## config.mk

```make
export PLATFORM = sky130hd
export DESIGN_NAME = uqk_usart
export DESIGN_NICKNAME = d
export VERILOG_FILES = /design/src/uqk_usart.v
export VERILOG_INCLUDE_DIRS = /design/src /design/src/src
export SDC_FILE = /design/constraint.sdc
export NUM_CORES = 1
export LEC_CHECK = 0
export BUFFER_PORTS_ARGS = -buffer_cell sky130_fd_sc_hd__clkbuf_2
export CORE_MARGIN = 5
export CORE_UTILIZATION = 35
export CTS_CLUSTER_DIAMETER = 120
export DETAILED_ROUTE_END_ITERATION = 10
export HOLD_SLACK_MARGIN = 0.05
export MAX_ROUTING_LAYER = met4
export PLACE_DENSITY = 0.52
export SETUP_SLACK_MARGIN = 0.05
export SLEW_MARGIN = 5
export SYNTH_ARGS = -nofsm -noshare
export SYNTH_HDL_FRONTEND = slang
export SYNTH_SLANG_ARGS = --single-unit
```

## constraint.sdc

```tcl
create_clock -name clock_in -period 2 [get_ports clock_in]
set_clock_uncertainty 0.05 [all_clocks]
set_input_delay 0.4 -clock clock_in [delete_from_list [all_inputs] [get_ports clock_in]]
set_output_delay 0.4 -clock clock_in [all_outputs]
set_load 0.02 [all_outputs]
```

## src/uqk_regs.vh

```
// Register offsets, field positions, reset values and timing counts of the transceiver
`ifndef UQK_REGS_VH
`define UQK_REGS_VH
`define UQK_ADDR_W        4
`define UQK_OFF_CTRL      4'h0
`define UQK_OFF_BAUD      4'h1
`define UQK_OFF_GUARD     4'h2
`define UQK_OFF_TXDATA    4'h3
`define UQK_OFF_RXDATA    4'h4
`define UQK_OFF_STATUS    4'h5
`define UQK_OFF_IRQ_STAT  4'h6
`define UQK_OFF_IRQ_EN    4'h7
`define UQK_OFF_IRQ_CLR   4'h8
`define UQK_OFF_ERR_CNT   4'h9
// Control register fields
`define UQK_CTRL_TXEN     0
`define UQK_CTRL_RXEN     1
`define UQK_CTRL_PAREN    2
`define UQK_CTRL_PARODD   3
`define UQK_CTRL_STOP2    4
`define UQK_CTRL_FLOW     5
`define UQK_CTRL_MODEM    6
`define UQK_CTRL_MODE_LO  7
`define UQK_CTRL_MODE_HI  8
`define UQK_CTRL_RESET    9'h000
`define UQK_MODE_ASYNC    2'h0
`define UQK_MODE_MANCH    2'h1
`define UQK_MODE_SPI      2'h2
// Interrupt status bits
`define UQK_IRQ_RXRDY     0
`define UQK_IRQ_TXEMPTY   1
`define UQK_IRQ_BREAK     2
`define UQK_IRQ_PARERR    3
`define UQK_IRQ_FRAMERR   4
`define UQK_IRQ_W         5
`define UQK_BAUD_RESET    16'h0015
`define UQK_GUARD_RESET   8'h00
`endif

```

## src/uqk_usart.v

```verilog
// Asynchronous serial transceiver carrying the revision's documented quirks
//
// Chosen here: the address map and the address-and-strobe port.
`timescale 1ns/1ps
`default_nettype none
`include "uqk_regs.vh"
// Notes on behaviour
// Zero guard time: break right after stop bit may miss the break flag.
// Software with one stop bit programs nonzero guard time for reliable breaks.
// Flow control: clear-to-send rising mid-character also sends the holding character.
// Manchester mode is non-functional; no DMA or guard time there.
// Synchronous serial peripheral mode is non-functional; software must not select it.
// Modem mode treats carrier-detect input as asserted when high.
// Smart-card error counter always reads zero.
// Other functions behave as standard start, data, parity, stop asynchronous serial.
module uqk_usart (
    input  wire        clock_in,
    input  wire        rstn_in,
    input  wire [3:0]  addr_in,
    input  wire [31:0] wdata_in,
    input  wire        wr_in,
    input  wire        rd_in,
    output reg  [31:0] rdata_out,
    input  wire        rxd_in,
    output reg         txd_out,
    input  wire        cts_n_in,
    input  wire        carrier_detect_input_in,
    output reg         carrier_out,
    output reg         irq_out
);
    reg  [8:0]  ctrl_q;
    reg  [15:0] baud_q;
    reg  [7:0]  guard_q;
    reg  [7:0]  hold_q;
    reg         hold_full_q;
    reg  [4:0]  irq_stat_q;
    reg  [4:0]  irq_en_q;
    reg  [7:0]  rx_data_q;
    wire [1:0]  mode = ctrl_q[`UQK_CTRL_MODE_HI:`UQK_CTRL_MODE_LO];
    wire        async_ok = (mode == `UQK_MODE_ASYNC);
    wire        cts_ok = ~ctrl_q[`UQK_CTRL_FLOW] | ~cts_n_in;
    // Transmitter state
    localparam TX_IDLE = 3'h0, TX_START = 3'h1, TX_DATA = 3'h2, TX_PAR = 3'h3,
               TX_STOP = 3'h4, TX_GUARD = 3'h5;
    reg  [2:0]  tx_st_q;
    reg  [15:0] tx_div_q;
    reg  [2:0]  tx_bit_q;
    reg  [7:0]  tx_sh_q;
    reg  [7:0]  tx_gcnt_q;
    reg         tx_par_q;
    reg         tx_stop2_q;
    reg         cts_n_prev_q;
    reg         cts_rise_q;
    wire        tx_tick = (tx_div_q == 16'h0000);
    wire        tx_load = hold_full_q & ctrl_q[`UQK_CTRL_TXEN] & async_ok;
    // Receiver state
    localparam RX_IDLE = 3'h0, RX_START = 3'h1, RX_DATA = 3'h2, RX_PAR = 3'h3,
               RX_STOP = 3'h4;
    reg  [2:0]  rx_st_q;
    reg  [15:0] rx_div_q;
    reg  [2:0]  rx_bit_q;
    reg  [7:0]  rx_sh_q;
    reg         rx_par_q;
    reg         rx_brk_q;
    reg         stop_end_q;
    wire        rx_tick = (rx_div_q == 16'h0000);
    wire        wr_data = wr_in & (addr_in == `UQK_OFF_TXDATA);
    wire        rd_rx = rd_in & (addr_in == `UQK_OFF_RXDATA);
    reg  [4:0]  ev;
    // Registers, holding register, interrupt flags; set wins over clear
    always @(posedge clock_in or negedge rstn_in) begin
        if (!rstn_in) begin
            ctrl_q      <= `UQK_CTRL_RESET;
            baud_q      <= `UQK_BAUD_RESET;
            guard_q     <= `UQK_GUARD_RESET;
            hold_q      <= 8'h00;
            hold_full_q <= 1'b0;
            irq_stat_q  <= 5'h00;
            irq_en_q    <= 5'h00;
            rdata_out   <= 32'h0000_0000;
            irq_out     <= 1'b0;
            carrier_out <= 1'b0;
        end else begin
            if (wr_in && addr_in == `UQK_OFF_CTRL)  ctrl_q  <= wdata_in[8:0];
            if (wr_in && addr_in == `UQK_OFF_BAUD)  baud_q  <= wdata_in[15:0];
            if (wr_in && addr_in == `UQK_OFF_GUARD) guard_q <= wdata_in[7:0];
            if (wr_in && addr_in == `UQK_OFF_IRQ_EN) irq_en_q <= wdata_in[4:0];
            if (wr_data) begin
                hold_q      <= wdata_in[7:0];
                hold_full_q <= 1'b1;
            end else if (tx_st_q == TX_IDLE && tx_load && cts_ok) begin
                hold_full_q <= 1'b0;
            end else if (tx_st_q == TX_STOP && tx_tick && !tx_stop2_q &&
                         cts_rise_q && tx_load) begin
                // Must match the engine: the held character leaves only after the last stop
                hold_full_q <= 1'b0;
            end
            irq_stat_q <= ((wr_in && addr_in == `UQK_OFF_IRQ_CLR) ?
                           (irq_stat_q & ~wdata_in[4:0]) : irq_stat_q) | ev;
            irq_out    <= |(irq_stat_q & irq_en_q);
            carrier_out <= ctrl_q[`UQK_CTRL_MODEM] & carrier_detect_input_in;
            rdata_out  <= 32'h0000_0000;
            if (rd_in) begin
                case (addr_in)
                    `UQK_OFF_CTRL:     rdata_out <= {23'h0, ctrl_q};
                    `UQK_OFF_BAUD:     rdata_out <= {16'h0, baud_q};
                    `UQK_OFF_GUARD:    rdata_out <= {24'h0, guard_q};
                    `UQK_OFF_RXDATA:   rdata_out <= {24'h0, rx_data_q};
                    `UQK_OFF_STATUS:   rdata_out <= {29'h0, tx_st_q == TX_IDLE, hold_full_q,
                                                     irq_stat_q[`UQK_IRQ_RXRDY]};
                    `UQK_OFF_IRQ_STAT: rdata_out <= {27'h0, irq_stat_q};
                    `UQK_OFF_IRQ_EN:   rdata_out <= {27'h0, irq_en_q};
                    `UQK_OFF_ERR_CNT:  rdata_out <= 32'h0000_0000;
                    default:           rdata_out <= 32'h0000_0000;
                endcase
            end
        end
    end
    // Event pulses gathered for the sticky flags
    always @* begin
        ev = 5'h00;
        ev[`UQK_IRQ_RXRDY]   = (rx_st_q == RX_STOP) && rx_tick && rxd_in;
        ev[`UQK_IRQ_BREAK]   = (rx_st_q == RX_STOP) && rx_tick && !rxd_in &&
                               (rx_sh_q == 8'h00) && rx_brk_q;
        ev[`UQK_IRQ_FRAMERR] = (rx_st_q == RX_STOP) && rx_tick && !rxd_in;
        ev[`UQK_IRQ_PARERR]  = (rx_st_q == RX_PAR) && rx_tick &&
                               (rxd_in != (rx_par_q ^ ctrl_q[`UQK_CTRL_PARODD]));
        ev[`UQK_IRQ_TXEMPTY] = wr_data ? 1'b0 : (tx_st_q == TX_IDLE) && !hold_full_q &&
                               (tx_div_q == 16'h0001);
    end
    // Transmit engine; guard time idles the line after each character, except one chained by a clear-to-send rise
    always @(posedge clock_in or negedge rstn_in) begin
        if (!rstn_in) begin
            tx_st_q      <= TX_IDLE;
            tx_div_q     <= 16'h0000;
            tx_bit_q     <= 3'h0;
            tx_sh_q      <= 8'h00;
            tx_gcnt_q    <= 8'h00;
            tx_par_q     <= 1'b0;
            tx_stop2_q   <= 1'b0;
            txd_out      <= 1'b1;
            cts_n_prev_q <= 1'b1;
            cts_rise_q   <= 1'b0;
        end else begin
            cts_n_prev_q <= cts_n_in;
            // A rising clear-to-send mid-character lets the next one go regardless
            if (tx_st_q == TX_IDLE)
                cts_rise_q <= 1'b0;
            else if (ctrl_q[`UQK_CTRL_FLOW] && !cts_n_prev_q && cts_n_in)
                cts_rise_q <= 1'b1;
            tx_div_q <= tx_tick ? baud_q : tx_div_q - 16'h0001;
            case (tx_st_q)
                TX_IDLE: begin
                    txd_out <= 1'b1;
                    if (tx_load && cts_ok) begin
                        tx_sh_q  <= hold_q;
                        tx_par_q <= ^hold_q;
                        tx_st_q  <= TX_START;
                        tx_div_q <= baud_q;
                        txd_out  <= 1'b0;
                    end
                end
                TX_START: if (tx_tick) begin
                    txd_out  <= tx_sh_q[0];
                    tx_sh_q  <= {1'b0, tx_sh_q[7:1]};
                    tx_bit_q <= 3'h0;
                    tx_st_q  <= TX_DATA;
                end
                TX_DATA: if (tx_tick) begin
                    tx_bit_q <= tx_bit_q + 3'h1;
                    if (tx_bit_q == 3'h7) begin
                        tx_stop2_q <= ctrl_q[`UQK_CTRL_STOP2];
                        if (ctrl_q[`UQK_CTRL_PAREN]) begin
                            txd_out <= tx_par_q ^ ctrl_q[`UQK_CTRL_PARODD];
                            tx_st_q <= TX_PAR;
                        end else begin
                            txd_out <= 1'b1;
                            tx_st_q <= TX_STOP;
                        end
                    end else begin
                        txd_out <= tx_sh_q[0];
                        tx_sh_q <= {1'b0, tx_sh_q[7:1]};
                    end
                end
                TX_PAR: if (tx_tick) begin
                    txd_out <= 1'b1;
                    tx_st_q <= TX_STOP;
                end
                TX_STOP: if (tx_tick) begin
                    if (tx_stop2_q) begin
                        tx_stop2_q <= 1'b0;
                    end else if (cts_rise_q && tx_load) begin
                        cts_rise_q <= 1'b0;              // One rise lets one character go
                        tx_sh_q  <= hold_q;
                        tx_par_q <= ^hold_q;
                        txd_out  <= 1'b0;
                        tx_st_q  <= TX_START;
                    end else begin
                        tx_gcnt_q <= guard_q;
                        tx_st_q   <= TX_GUARD;
                    end
                end
                TX_GUARD: if (tx_tick) begin
                    if (tx_gcnt_q == 8'h00)
                        tx_st_q <= TX_IDLE;
                    else
                        tx_gcnt_q <= tx_gcnt_q - 8'h01;
                end
                default: tx_st_q <= TX_IDLE;
            endcase
        end
    end
    // Receive engine; with zero guard the break qualifier is lost after a stop bit
    always @(posedge clock_in or negedge rstn_in) begin
        if (!rstn_in) begin
            rx_st_q    <= RX_IDLE;
            rx_div_q   <= 16'h0000;
            rx_bit_q   <= 3'h0;
            rx_sh_q    <= 8'h00;
            rx_par_q   <= 1'b0;
            rx_brk_q   <= 1'b0;
            rx_data_q  <= 8'h00;
            stop_end_q <= 1'b0;
        end else begin
            rx_div_q <= rx_tick ? baud_q : rx_div_q - 16'h0001;
            case (rx_st_q)
                RX_IDLE: begin
                    if (!rxd_in && ctrl_q[`UQK_CTRL_RXEN] && async_ok) begin
                        rx_div_q <= {1'b0, baud_q[15:1]};
                        rx_st_q  <= RX_START;
                        // A start directly after a stop with zero guard drops break
                        rx_brk_q <= !(stop_end_q && guard_q == 8'h00);
                        stop_end_q <= 1'b0;
                    end else if (rx_tick) begin
                        // Marker lives one bit time, so a start right behind the stop sees it
                        stop_end_q <= 1'b0;
                    end
                end
                RX_START: if (rx_tick) begin
                    rx_bit_q <= 3'h0;
                    rx_par_q <= 1'b0;
                    rx_st_q  <= rxd_in ? RX_IDLE : RX_DATA;
                end
                RX_DATA: if (rx_tick) begin
                    rx_sh_q  <= {rxd_in, rx_sh_q[7:1]};
                    rx_par_q <= rx_par_q ^ rxd_in;
                    rx_bit_q <= rx_bit_q + 3'h1;
                    if (rx_bit_q == 3'h7)
                        rx_st_q <= ctrl_q[`UQK_CTRL_PAREN] ? RX_PAR : RX_STOP;
                end
                RX_PAR: if (rx_tick) rx_st_q <= RX_STOP;
                RX_STOP: if (rx_tick) begin
                    if (rxd_in) rx_data_q <= rx_sh_q;
                    stop_end_q <= rxd_in;
                    rx_st_q    <= RX_IDLE;
                end
                default: rx_st_q <= RX_IDLE;
            endcase
        end
    end
endmodule // uqk_usart
`default_nettype wire

```

# Word-level counts from Yosys, hierarchy flattened
# Index checks and enable logic that the tools add are counted.
[classes] n_bitwise=14 n_eq_ne=41 addsub=5 mux=83 reduce_logical=65
[ops] operator="2-to-1 mux 16 bit" n=7
[ops] operator="case mux 16 bit (7 select lines)" n=1
[ops] operator="2-to-1 mux 8 bit" n=12
[ops] operator="2-to-1 mux 3 bit" n=20
[ops] operator="inequality test 2 bit (second input constant)" n=17
[ops] operator="zero test 16 bit" n=2
[ops] operator="case mux 8 bit (4 select lines)" n=1
[ops] operator="subtractor 16 x 1 -> 16 bit (second input constant)" n=2
[ops] operator="2-to-1 mux 1 bit" n=30
[ops] operator="logical AND 1 bit" n=27
[ops] operator="zero test 8 bit" n=3
[ops] operator="case mux 3 bit (6 select lines)" n=1
[ops] operator="== test 16 x 1 -> 1 bit (second input constant)" n=1
[ops] operator="== test 4 x 3 -> 1 bit (second input constant)" n=4
[ops] operator="case mux 8 bit (2 select lines)" n=1
[ops] operator="== test 3 bit (second input constant)" n=5
[ops] operator="case mux 3 bit (5 select lines)" n=1
[ops] operator="== test 3 x 2 -> 1 bit (second input constant)" n=4
[ops] operator="case mux 3 bit (2 select lines)" n=2
[ops] operator="AND reduction 3 bit" n=4
[ops] operator="AND reduction 6 bit" n=2
[ops] operator="nonzero test 2 bit" n=6
[ops] operator="AND 5 bit" n=2
[ops] operator="AND reduction 9 bit" n=1
[ops] operator="other kinds (33)" n=52
[totals] register_bits=170 inputBits=43 out_inout_bits=35 word_cells=236

# Logic depth before layout (Yosys ltp)
# Gate-level depths: netlist of run 1.
[depth] ltp_word=9 ltp_mapped=8 depth_no_buf=7

# Worst setup path before layout of run 1
# Ideal clock, no wire load.
[synth_path] kind="input-to-reg" from="input port rxd_in" to="register rx_div_q[1]" required_ps=1825 cell_stages=5 arrival_time_ps=1929 path_slack_ps=-103 path_buffers=2 setup_time_ps=125 path_cell_list="buf_2 -> or4b_1 -> nor4_4 -> buf_2 -> mux2_2"
[synth_via] elab_chain_len=5
[synth_rtl] element="start: declaration" line="uqk_usart.v:24" text="input wire rxd_in,"
[synth_rtl] element="zero test 1 bit" line="uqk_usart.v:228" text="if (!rxd_in && ctrl_q[`UQK_CTRL_RXEN] && async_ok) begin"
[synth_rtl] element="logical AND 1 bit (2 in a row)" line="uqk_usart.v:228"
[synth_rtl] element="2-to-1 mux 16 bit" line="uqk_usart.v:228"
[synth_rtl] element="2-to-1 mux 16 bit" line="uqk_usart.v:226" text="case (rx_st_q)"
[synth_rtl] element="end signal: assignment" line="uqk_usart.v:225" text="rx_div_q <= rx_tick ? baud_q : rx_div_q - 16'h0001;"
[synth_rtl] element="end signal: assignment" line="uqk_usart.v:229" text="rx_div_q <= {1'b0, baud_q[15:1]};"
[synth_rtl] element="end: declaration" line="uqk_usart.v:60" text="reg [15:0] rx_div_q;"
# No other way between the ends.
# A chain may end at the register's enable or synchronous reset.

# Worst setup path in the final report of run 1
[layout_path] from="register tx_div_q[5]" to="register tx_gcnt_q[0]"
[layout_via] elab_chain_len=3 elab_cells_between_ends=4 cone_classes="eq/ne (2); reduce/logical (2)"
[layout_rtl] element="start: declaration" line="uqk_usart.v:46" text="reg [15:0] tx_div_q;"
[layout_rtl] element="start signal: assignment" line="uqk_usart.v:151" text="tx_div_q <= tx_tick ? baud_q : tx_div_q - 16'h0001;"
[layout_rtl] element="start signal: assignment" line="uqk_usart.v:159" text="tx_div_q <= baud_q;"
[layout_rtl] element="zero test 16 bit *" line="uqk_usart.v:54" text="wire tx_tick = (tx_div_q == 16'h0000);"
[layout_rtl] element="inequality test 2 bit (no source line)"
[layout_rtl] element="AND reduction 6 bit (no source line) *"
[layout_rtl] element="end signal: assignment" line="uqk_usart.v:199" text="tx_gcnt_q <= guard_q;"
[layout_rtl] element="end signal: assignment" line="uqk_usart.v:207" text="tx_gcnt_q <= tx_gcnt_q - 8'h01;"
[layout_rtl] element="end: declaration" line="uqk_usart.v:49" text="reg [7:0] tx_gcnt_q;"
# Every way passes the cells marked *; elsewhere a longest branch is shown, timed or not.

==> flow_summary_export.csv, run 1 <==
group,metric,value,unit
sta,clock.fmax,482,MHz
synth,synth_edf_count,0,
global_route,grt_antenna_before_repair,0,
sta,worst_pin_slew,497,ps
cts,clk-insertion-delay-late,440,ps
sta,grt_setup_unrepaired,"true",
run_status,violations,"negative setup slack",
setup_path,critPathLaunch,"tx_div_q[5]$_DFF_PN0_",
synth,synth.yosys.warnings,0,
synth,ys.flop_type,"dfrtp_1",
sta,setup_viol,5,
place,gp_congestion,0.865,
detailed_routing,routedWlPerCell,18.0,µm
power,max-vdd-ir-drop,591,µV
synth,synthTopCellsByArea,"dfrtp_1 46%, mux2_2 11%, nand2_1 3.5%",
finish,multi_input_area,4260,µm²
cts,cts_max_path_buffers,2,
finish,final_area,10500,µm²
global_route,grt.total_usage,17.0,%
die,die_area,26100,µm²
finish,drive_gt1_share,38.0,%
synth,avgSynthCellArea,10.6,µm²
sta,min_period_over_period,104,%
global_route,grt_pass1_wl,33.7,mm
finish,antennaDiodeCount,0,
sta,relSlewSlack,66.7,%
synth,synth_cells,755,
synth,netlist_area,8040,µm²
setup_path,worstSetupPathType,"flop to flop",
global_route,grt_pass1_vias,6085,
finish,fillCellCount,2114,
finish,seqCellArea,3860,µm²
power,power_leakage,4.65,nW
run_status,status,"finished with violations",
setup_path,cp.arrival,2350,ps
synth,synth_async_sr_flop_share,100,%
synth,ys_seq_area_share,48.0,%
finish,areaGrowthSynthToFinish,30.4,%
setup_path,critPathSlowestCell,"or4_4",
detailed_routing,vias_per_cell,5.21,
die,coreArea,22600,µm²
die,start_util,35.5,%
detailed_routing,ant_nets,0,
setup_path,max_stage_delay,580,ps
sta,fin_ws,-73.6,ps
global_route,grt_max_degree,43,
cts,cts_tree,"yes",
cts,cts_sinks,154,
die,die_w,162,µm
hold_path,worstHoldStart,"carrier_detect_input_in",
setup_path,crit_buf_inv,0,
detailed_routing,dr.pass1.iters,5,
cts,h-tree-depth,4,
place,placement.io_buffers,45,
die,rows,55,
setup_path,reg2reg_from,"tx_div_q[5]$_DFF_PN0_",
sta,drv_slew,0,
place,dp_hpwl,15.3,mm
cts,clockRootBuffer,"clkbuf_16",
synth,ys_ff_latch,154,
setup_path,cp_cell_sequence,"or4_4, nor3b_4, o2111ai_4, mux2_4, o21a_1",
setup_path,startpoint_type,"flop",
detailed_routing,drc_errors,0,
run,drv_cap,0,
setup_path,cp_top_family,"simple AND/OR/NAND/NOR gates",
power,p_total,0.0121,W
synth,synth_cell_types,80,
finish,final_cell_mix,"148 x dfrtp_1, 105 x buf_4, 74 x nand2_1",
cts,cts_buffers,17,
finish,nets,962,
detailed_routing,drt-initial-drc-count,331,
detailed_routing,vias,6278,
setup_path,required,2270,ps
sta,hold_viol,0,
die,die_h,162,µm
setup_path,cp_max_fo,4,
global_route,grt-ovfl-total,0,
detailed_routing,routed_wl,21.7,mm
finish,final_util,46.3,%
finish,final_common_cell,"dfrtp_1",
synth,synth_top_area_cell,"dfrtp_1",
hold_path,min-delay-path-class,"input port to flop",
cts,clkTransAtPathRegs,70,ps
setup_path,cp-end-kind,"flop",
synth,synth.top_cell.area_share,46.4,%
die,ioPinCount,78,
place,dp_slack,-107,ps
sta,min_period,2070,ps
power,powerDensity,1160,nW/µm²
place,dpl_cell_area,9340,µm²
-- cells in the mapped netlist (all sizes together) (4+ instances only) --
library cell / number
xor2: 13
ha: 11
o21ai: 49
nand2: 75
nand2b: 4
a22oi: 5
nor4: 15
dfstp: 5
nor2: 51
nor2b: 13
a31oi: 10
mux2: 84
inv: 13
buf: 34
nand4b: 5
a222oi: 4
or2: 4
dfrtp: 149
and2: 9
clkbuf: 19
o31ai: 6
nand3b: 6
nand3: 13
nor3b: 6
nand4: 8
xnor2: 23
o21a: 4
nor3: 16
a211oi: 7
mux2i: 15
a21oi: 25
-- final cells by class --
class / instances / share of cell area (%)
Multi-Input combinational cell: 551 / 40.6
Sequential cell: 154 / 36.8
Timing Repair Buffer: 171 / 12.8
Clock buffer: 17 / 4.06
Tap cell: 285 / 3.40
Clock inverter: 15 / 1.73
Inverter: 13 / 0.466
-- registers in the layout (all words and copies together), names as in the netlist, 9 cells and up --
signal,flops
tx_div_q,16
ctrl_q,9
baud_q,16
rx_div_q,16
rdata_out,16
-- power by group --
part           leakage (nW)  internal [W]  switching (W)  total (W)
combinational          2.41       0.00225        0.00189    0.00414
sequential             1.96       0.00387       0.000781    0.00465
clock                 0.287       0.00179        0.00153    0.00332
-- stage by stage --
step,setup TNS [ps],cells,hold slack (ps)
final,-129,1206,122
after global routing,-2060,1206,115
after CTS,-343,1191,105
after detailed placement,-1300,1154,320
after global placement,-789,1154,315
after floorplan,0,770,54.4
-- path summary, 6_finish.rpt --
path                                       endpoint  depth (start not counted)  slack, ps
hold / removal                carrier_out$_DFF_PN0_                          2        120
max in group asynchronous       txd_out$_DFFE_PN1P_                          3        860
setup reg to reg           tx_gcnt_q[0]$_DFFE_PN0P_                          5        -70
hold reg to reg              tx_st_q[1]$_DFFE_PN0P_                          1        420
setup / recovery           tx_gcnt_q[0]$_DFFE_PN0P_                          5        -70
min in group asynchronous    rx_div_q[14]$_DFF_PN0_                          2        410
-- kinds of logic (layout without fill, tap and decap cells) --
logic type	Yosys count	after routing	share of synthesized area, %
compound gates	146	146	12.1
xor+xnor	36	36	3.92
fa+ha+maj	11	11	1.71
buf+inv	66	216	4.05
flops	154	154	48.0
mux	100	100	13.9
other cells	1	16	0.0467
simple gates	241	242	16.2
-- metal layers --
| metal | vias up | share of wire [%] | GRT usage (%) | routed length, µm |
|---|---|---|---|---|
| li1 | 3005 | - | - | - |
| met1 | 3129 | 49 | 23.8 | 10600 |
| met2 | 125 | 46 | 25.0 | 10100 |
| met3 | 19 | 3.4 | 3.50 | 726 |
| met4 | 0 | 1.3 | 4.96 | 271 |
| met5 | - | 0 | - | 0 |
-- worst reg2reg max path: cells and delay by family, from the launching register on --
kind,cells,cell delay [ps]
flops,1,410
mux,1,310
simple gates,2,820
compound gates,2,370
-- timing repair --
action	4_1_cts	5_1_grt
cloned	0	2
setup endpoints to repair	42	80
setup buffers	3	13
hold buffers	2	0
pin swaps	8	28
hold endpoints to repair	38	0
gates resized for setup	20	69
(Power assumes the default switching activity.)
==> run 2: changes to the inputs <==
--- a/config.mk
+++ b/config.mk
@@ -6,7 +6,7 @@
 export SDC_FILE = /design/constraint.sdc
 export NUM_CORES = 1
 export LEC_CHECK = 0
-export BUFFER_PORTS_ARGS = -buffer_cell sky130_fd_sc_hd__clkbuf_2
+export BUFFER_PORTS_ARGS = -buffer_cell sky130_fd_sc_hd__buf_2
 export CORE_MARGIN = 5
 export CORE_UTILIZATION = 35
 export CTS_CLUSTER_DIAMETER = 120
==> run 2 against run 1 <==
Compared with the run above:
- the run still ends with negative setup slack left
- final cell count grew 1.2%
- count of clock-buffer cells in the layout is the same
- clock power grew 1%
- sequential cell count is the same
- non-clock buffer count grew 15
- fmax grew 1.1%
- worst setup slack gained 24 ps
- critical endpoint unchanged
- largest cell class unchanged
- highest routed layer unchanged
==> flow_summary_export.csv, run 2 (same netlist as run 1, synthesis figures left out) <==
group,metric,value,unit
run_status,status,"finished with violations",
global_route,grt-ovfl-total,0,
power,clock_power_share,26.9,%
run_status,violations,"negative setup slack",
detailed_routing,routedWlPerCell,18.2,µm
cts,h-tree-depth,4,
power,swShare,34.3,%
detailed_routing,ant_nets,0,
hold_path,holdPathStages,2,
detailed_routing,dr.pass1.iters,6,
power,p_total,0.0125,W
power,powerDensity,1160,nW/µm²
power,comb_power_share,35.5,%
power,power_leakage,4.78,nW
setup_path,required,2280,ps
sta,drv_slew,0,
cts,clk-insertion-delay-late,430,ps
sta,setup_viol,14,
power,net-switching-power,0.00429,W
cts,cts_buffers,17,
sta,min_period,2050,ps
setup_path,worstSetupPathType,"flop to flop",
place,placed_cells,1154,
sta,relSlewSlack,61.4,%
hold_path,min-delay-path-class,"input port to flop",
detailed_routing,vias,6374,
finish,antennaDiodeCount,0,
place,dp_slack,-72.3,ps
cts,clockRootBuffer,"clkbuf_16",
place,dp_hpwl,15.3,mm
finish,final_cell_mix,"149 x dfrtp_1, 113 x buf_4, 71 x nand2_1, 71 x mux2_2",
place,placement.io_buffers,45,
setup_path,rr_worst_depth,5,
global_route,grt.busiest_layer,"met2",
run,drv_cap,0,
die,start_util,35.5,%
sta,clock.fmax,488,MHz
finish,nets,977,
setup_path,cp_cell_sequence,"or4_4, nor3b_4, o2111ai_4, mux2_4, o21a_1",
power,seqPwrFrac,37.6,%
die,rows,55,
detailed_routing,drc_errors,0,
finish,final_common_cell,"dfrtp_1",
cts,cts_sinks,154,
detailed_routing,routed_wl,22.3,mm
global_route,grt_pass1_vias,6260,
cts,clkTransAtPathRegs,70,ps
global_route,use_met2,25.7,%
global_route,grt_antenna_before_repair,0,
sta,min_period_over_period,103,%
power,max-vdd-ir-drop,561,µV
die,coreArea,22600,µm²
cts,cts_max_path_buffers,2,
sta,tns,-331,ps
sta,worst_pin_slew,572,ps
setup_path,critPathSlowestCell,"or4_4",
power,power.internal,0.00821,W
global_route,grt_max_degree,47,
setup_path,max_stage_delay,570,ps
die,die_h,162,µm
finish,areaGrowthSynthToFinish,33.6,%
die,die_w,162,µm
die,ioPinCount,78,
setup_path,cp-end-kind,"flop",
finish,drive_gt1_share,41.2,%
detailed_routing,drt-initial-drc-count,338,
sta,grt_setup_unrepaired,"true",
global_route,grt.total_usage,17.2,%
setup_path,cp_max_fo,3,
setup_path,cp.arrival,2330,ps
setup_path,cp.depth,5,
global_route,grt_pass1_wl,34.4,mm
sta,hold_ws,127,ps
global_route,use_met3,3.09,%
setup_path,crit_buf_inv,0,
die,die_area,26100,µm²
sta,hold_viol,0,
setup_path,startpoint_type,"flop",
sta,fin_ws,-50.1,ps
global_route,use_met1,24.5,%
detailed_routing,vias_per_cell,5.22,
place,gp_congestion,0.866,
cts,cts_tree,"yes",
finish,layout.cells.non_filler,1221,
setup_path,cp_top_family,"simple AND/OR/NAND/NOR gates",
run 2: changes by cell type in the layout (fill, tap and decap cells not counted), sizes merged:
| cell | before | now |
|---|---|---|
| clkinv | 4 | 5 |
| bufinv | 1 | 2 |
| clkbuf | 62 | 19 |
| buf | 124 | 182 |
| clkinvlp | 3 | 1 |
run 2: per-layer routing:
layer / part of all wire [%] / vias up
met5: 0 / -
met4: 1.1 / 0
met3: 3.5 / 25
met2: 46 / 147
met1: 50 / 3177
li1: - / 3025
run 2: area by class of cell:
type / instances / area, µm²
sequential: 154 / 3860
inverter: 13 / 48.8
fill: 2112 / 11900
tap: 285 / 357
clock inverter: 15 / 183
multi-input combinational: 551 / 4360
clock buffer: 17 / 425
timing repair buffer: 186 / 1510
run 2: per-stage QoR:
| step | util (%) | area (µm²) |
|---|---|---|
| final | 47.4 | 10700 |
| after floorplan | - | 8140 |
| after global placement | 41.3 | 9340 |
| after detailed placement | 41.3 | 9340 |
| after CTS | 44.9 | 10200 |
| after global routing | 47.4 | 10700 |
run 2: power groups by stage:
stage / combinational (W) / clock [W] / sequential, W
6_report: 0.00443 / 0.00336 / 0.00470
5_1_grt: 0.00487 / 0.00358 / 0.00479
4_1_cts: 0.00394 / 0.00344 / 0.00464
3_5_place_dp: 0.00363 / 0 / 0.00465
3_3_place_gp: 0.00359 / 0 / 0.00465
2_1_floorplan: 0.00226 / 0 / 0.00448
run 2: worst paths after layout:
path / to / slack (ps) / startpoint
worst max-delay path: tx_gcnt_q[0]$_DFFE_PN0P_ / -50 / tx_div_q[5]$_DFF_PN0_
worst min-delay path: carrier_out$_DFF_PN0_ / 130 / carrier_detect_input_in
worst max register to register: tx_gcnt_q[0]$_DFFE_PN0P_ / -50 / tx_div_q[5]$_DFF_PN0_
worst min register to register: tx_sh_q[6]$_DFFE_PN0P_ / 450 / tx_sh_q[6]$_DFFE_PN0P_
max in group asynchronous: baud_q[0]$_DFFE_PN1P_ / 830 / rstn_in
min in group asynchronous: rx_div_q[13]$_DFF_PN0_ / 440 / rstn_in
run 2: what timing repair did:
item                       4_1_cts  5_1_grt
setup endpoints to repair       48       82
buffers inserted                10       18
hold buffers                     2        0
gates resized for setup         37       91
pin swaps                        8       48
gates cloned                     1        5
hold endpoints to repair        40        0
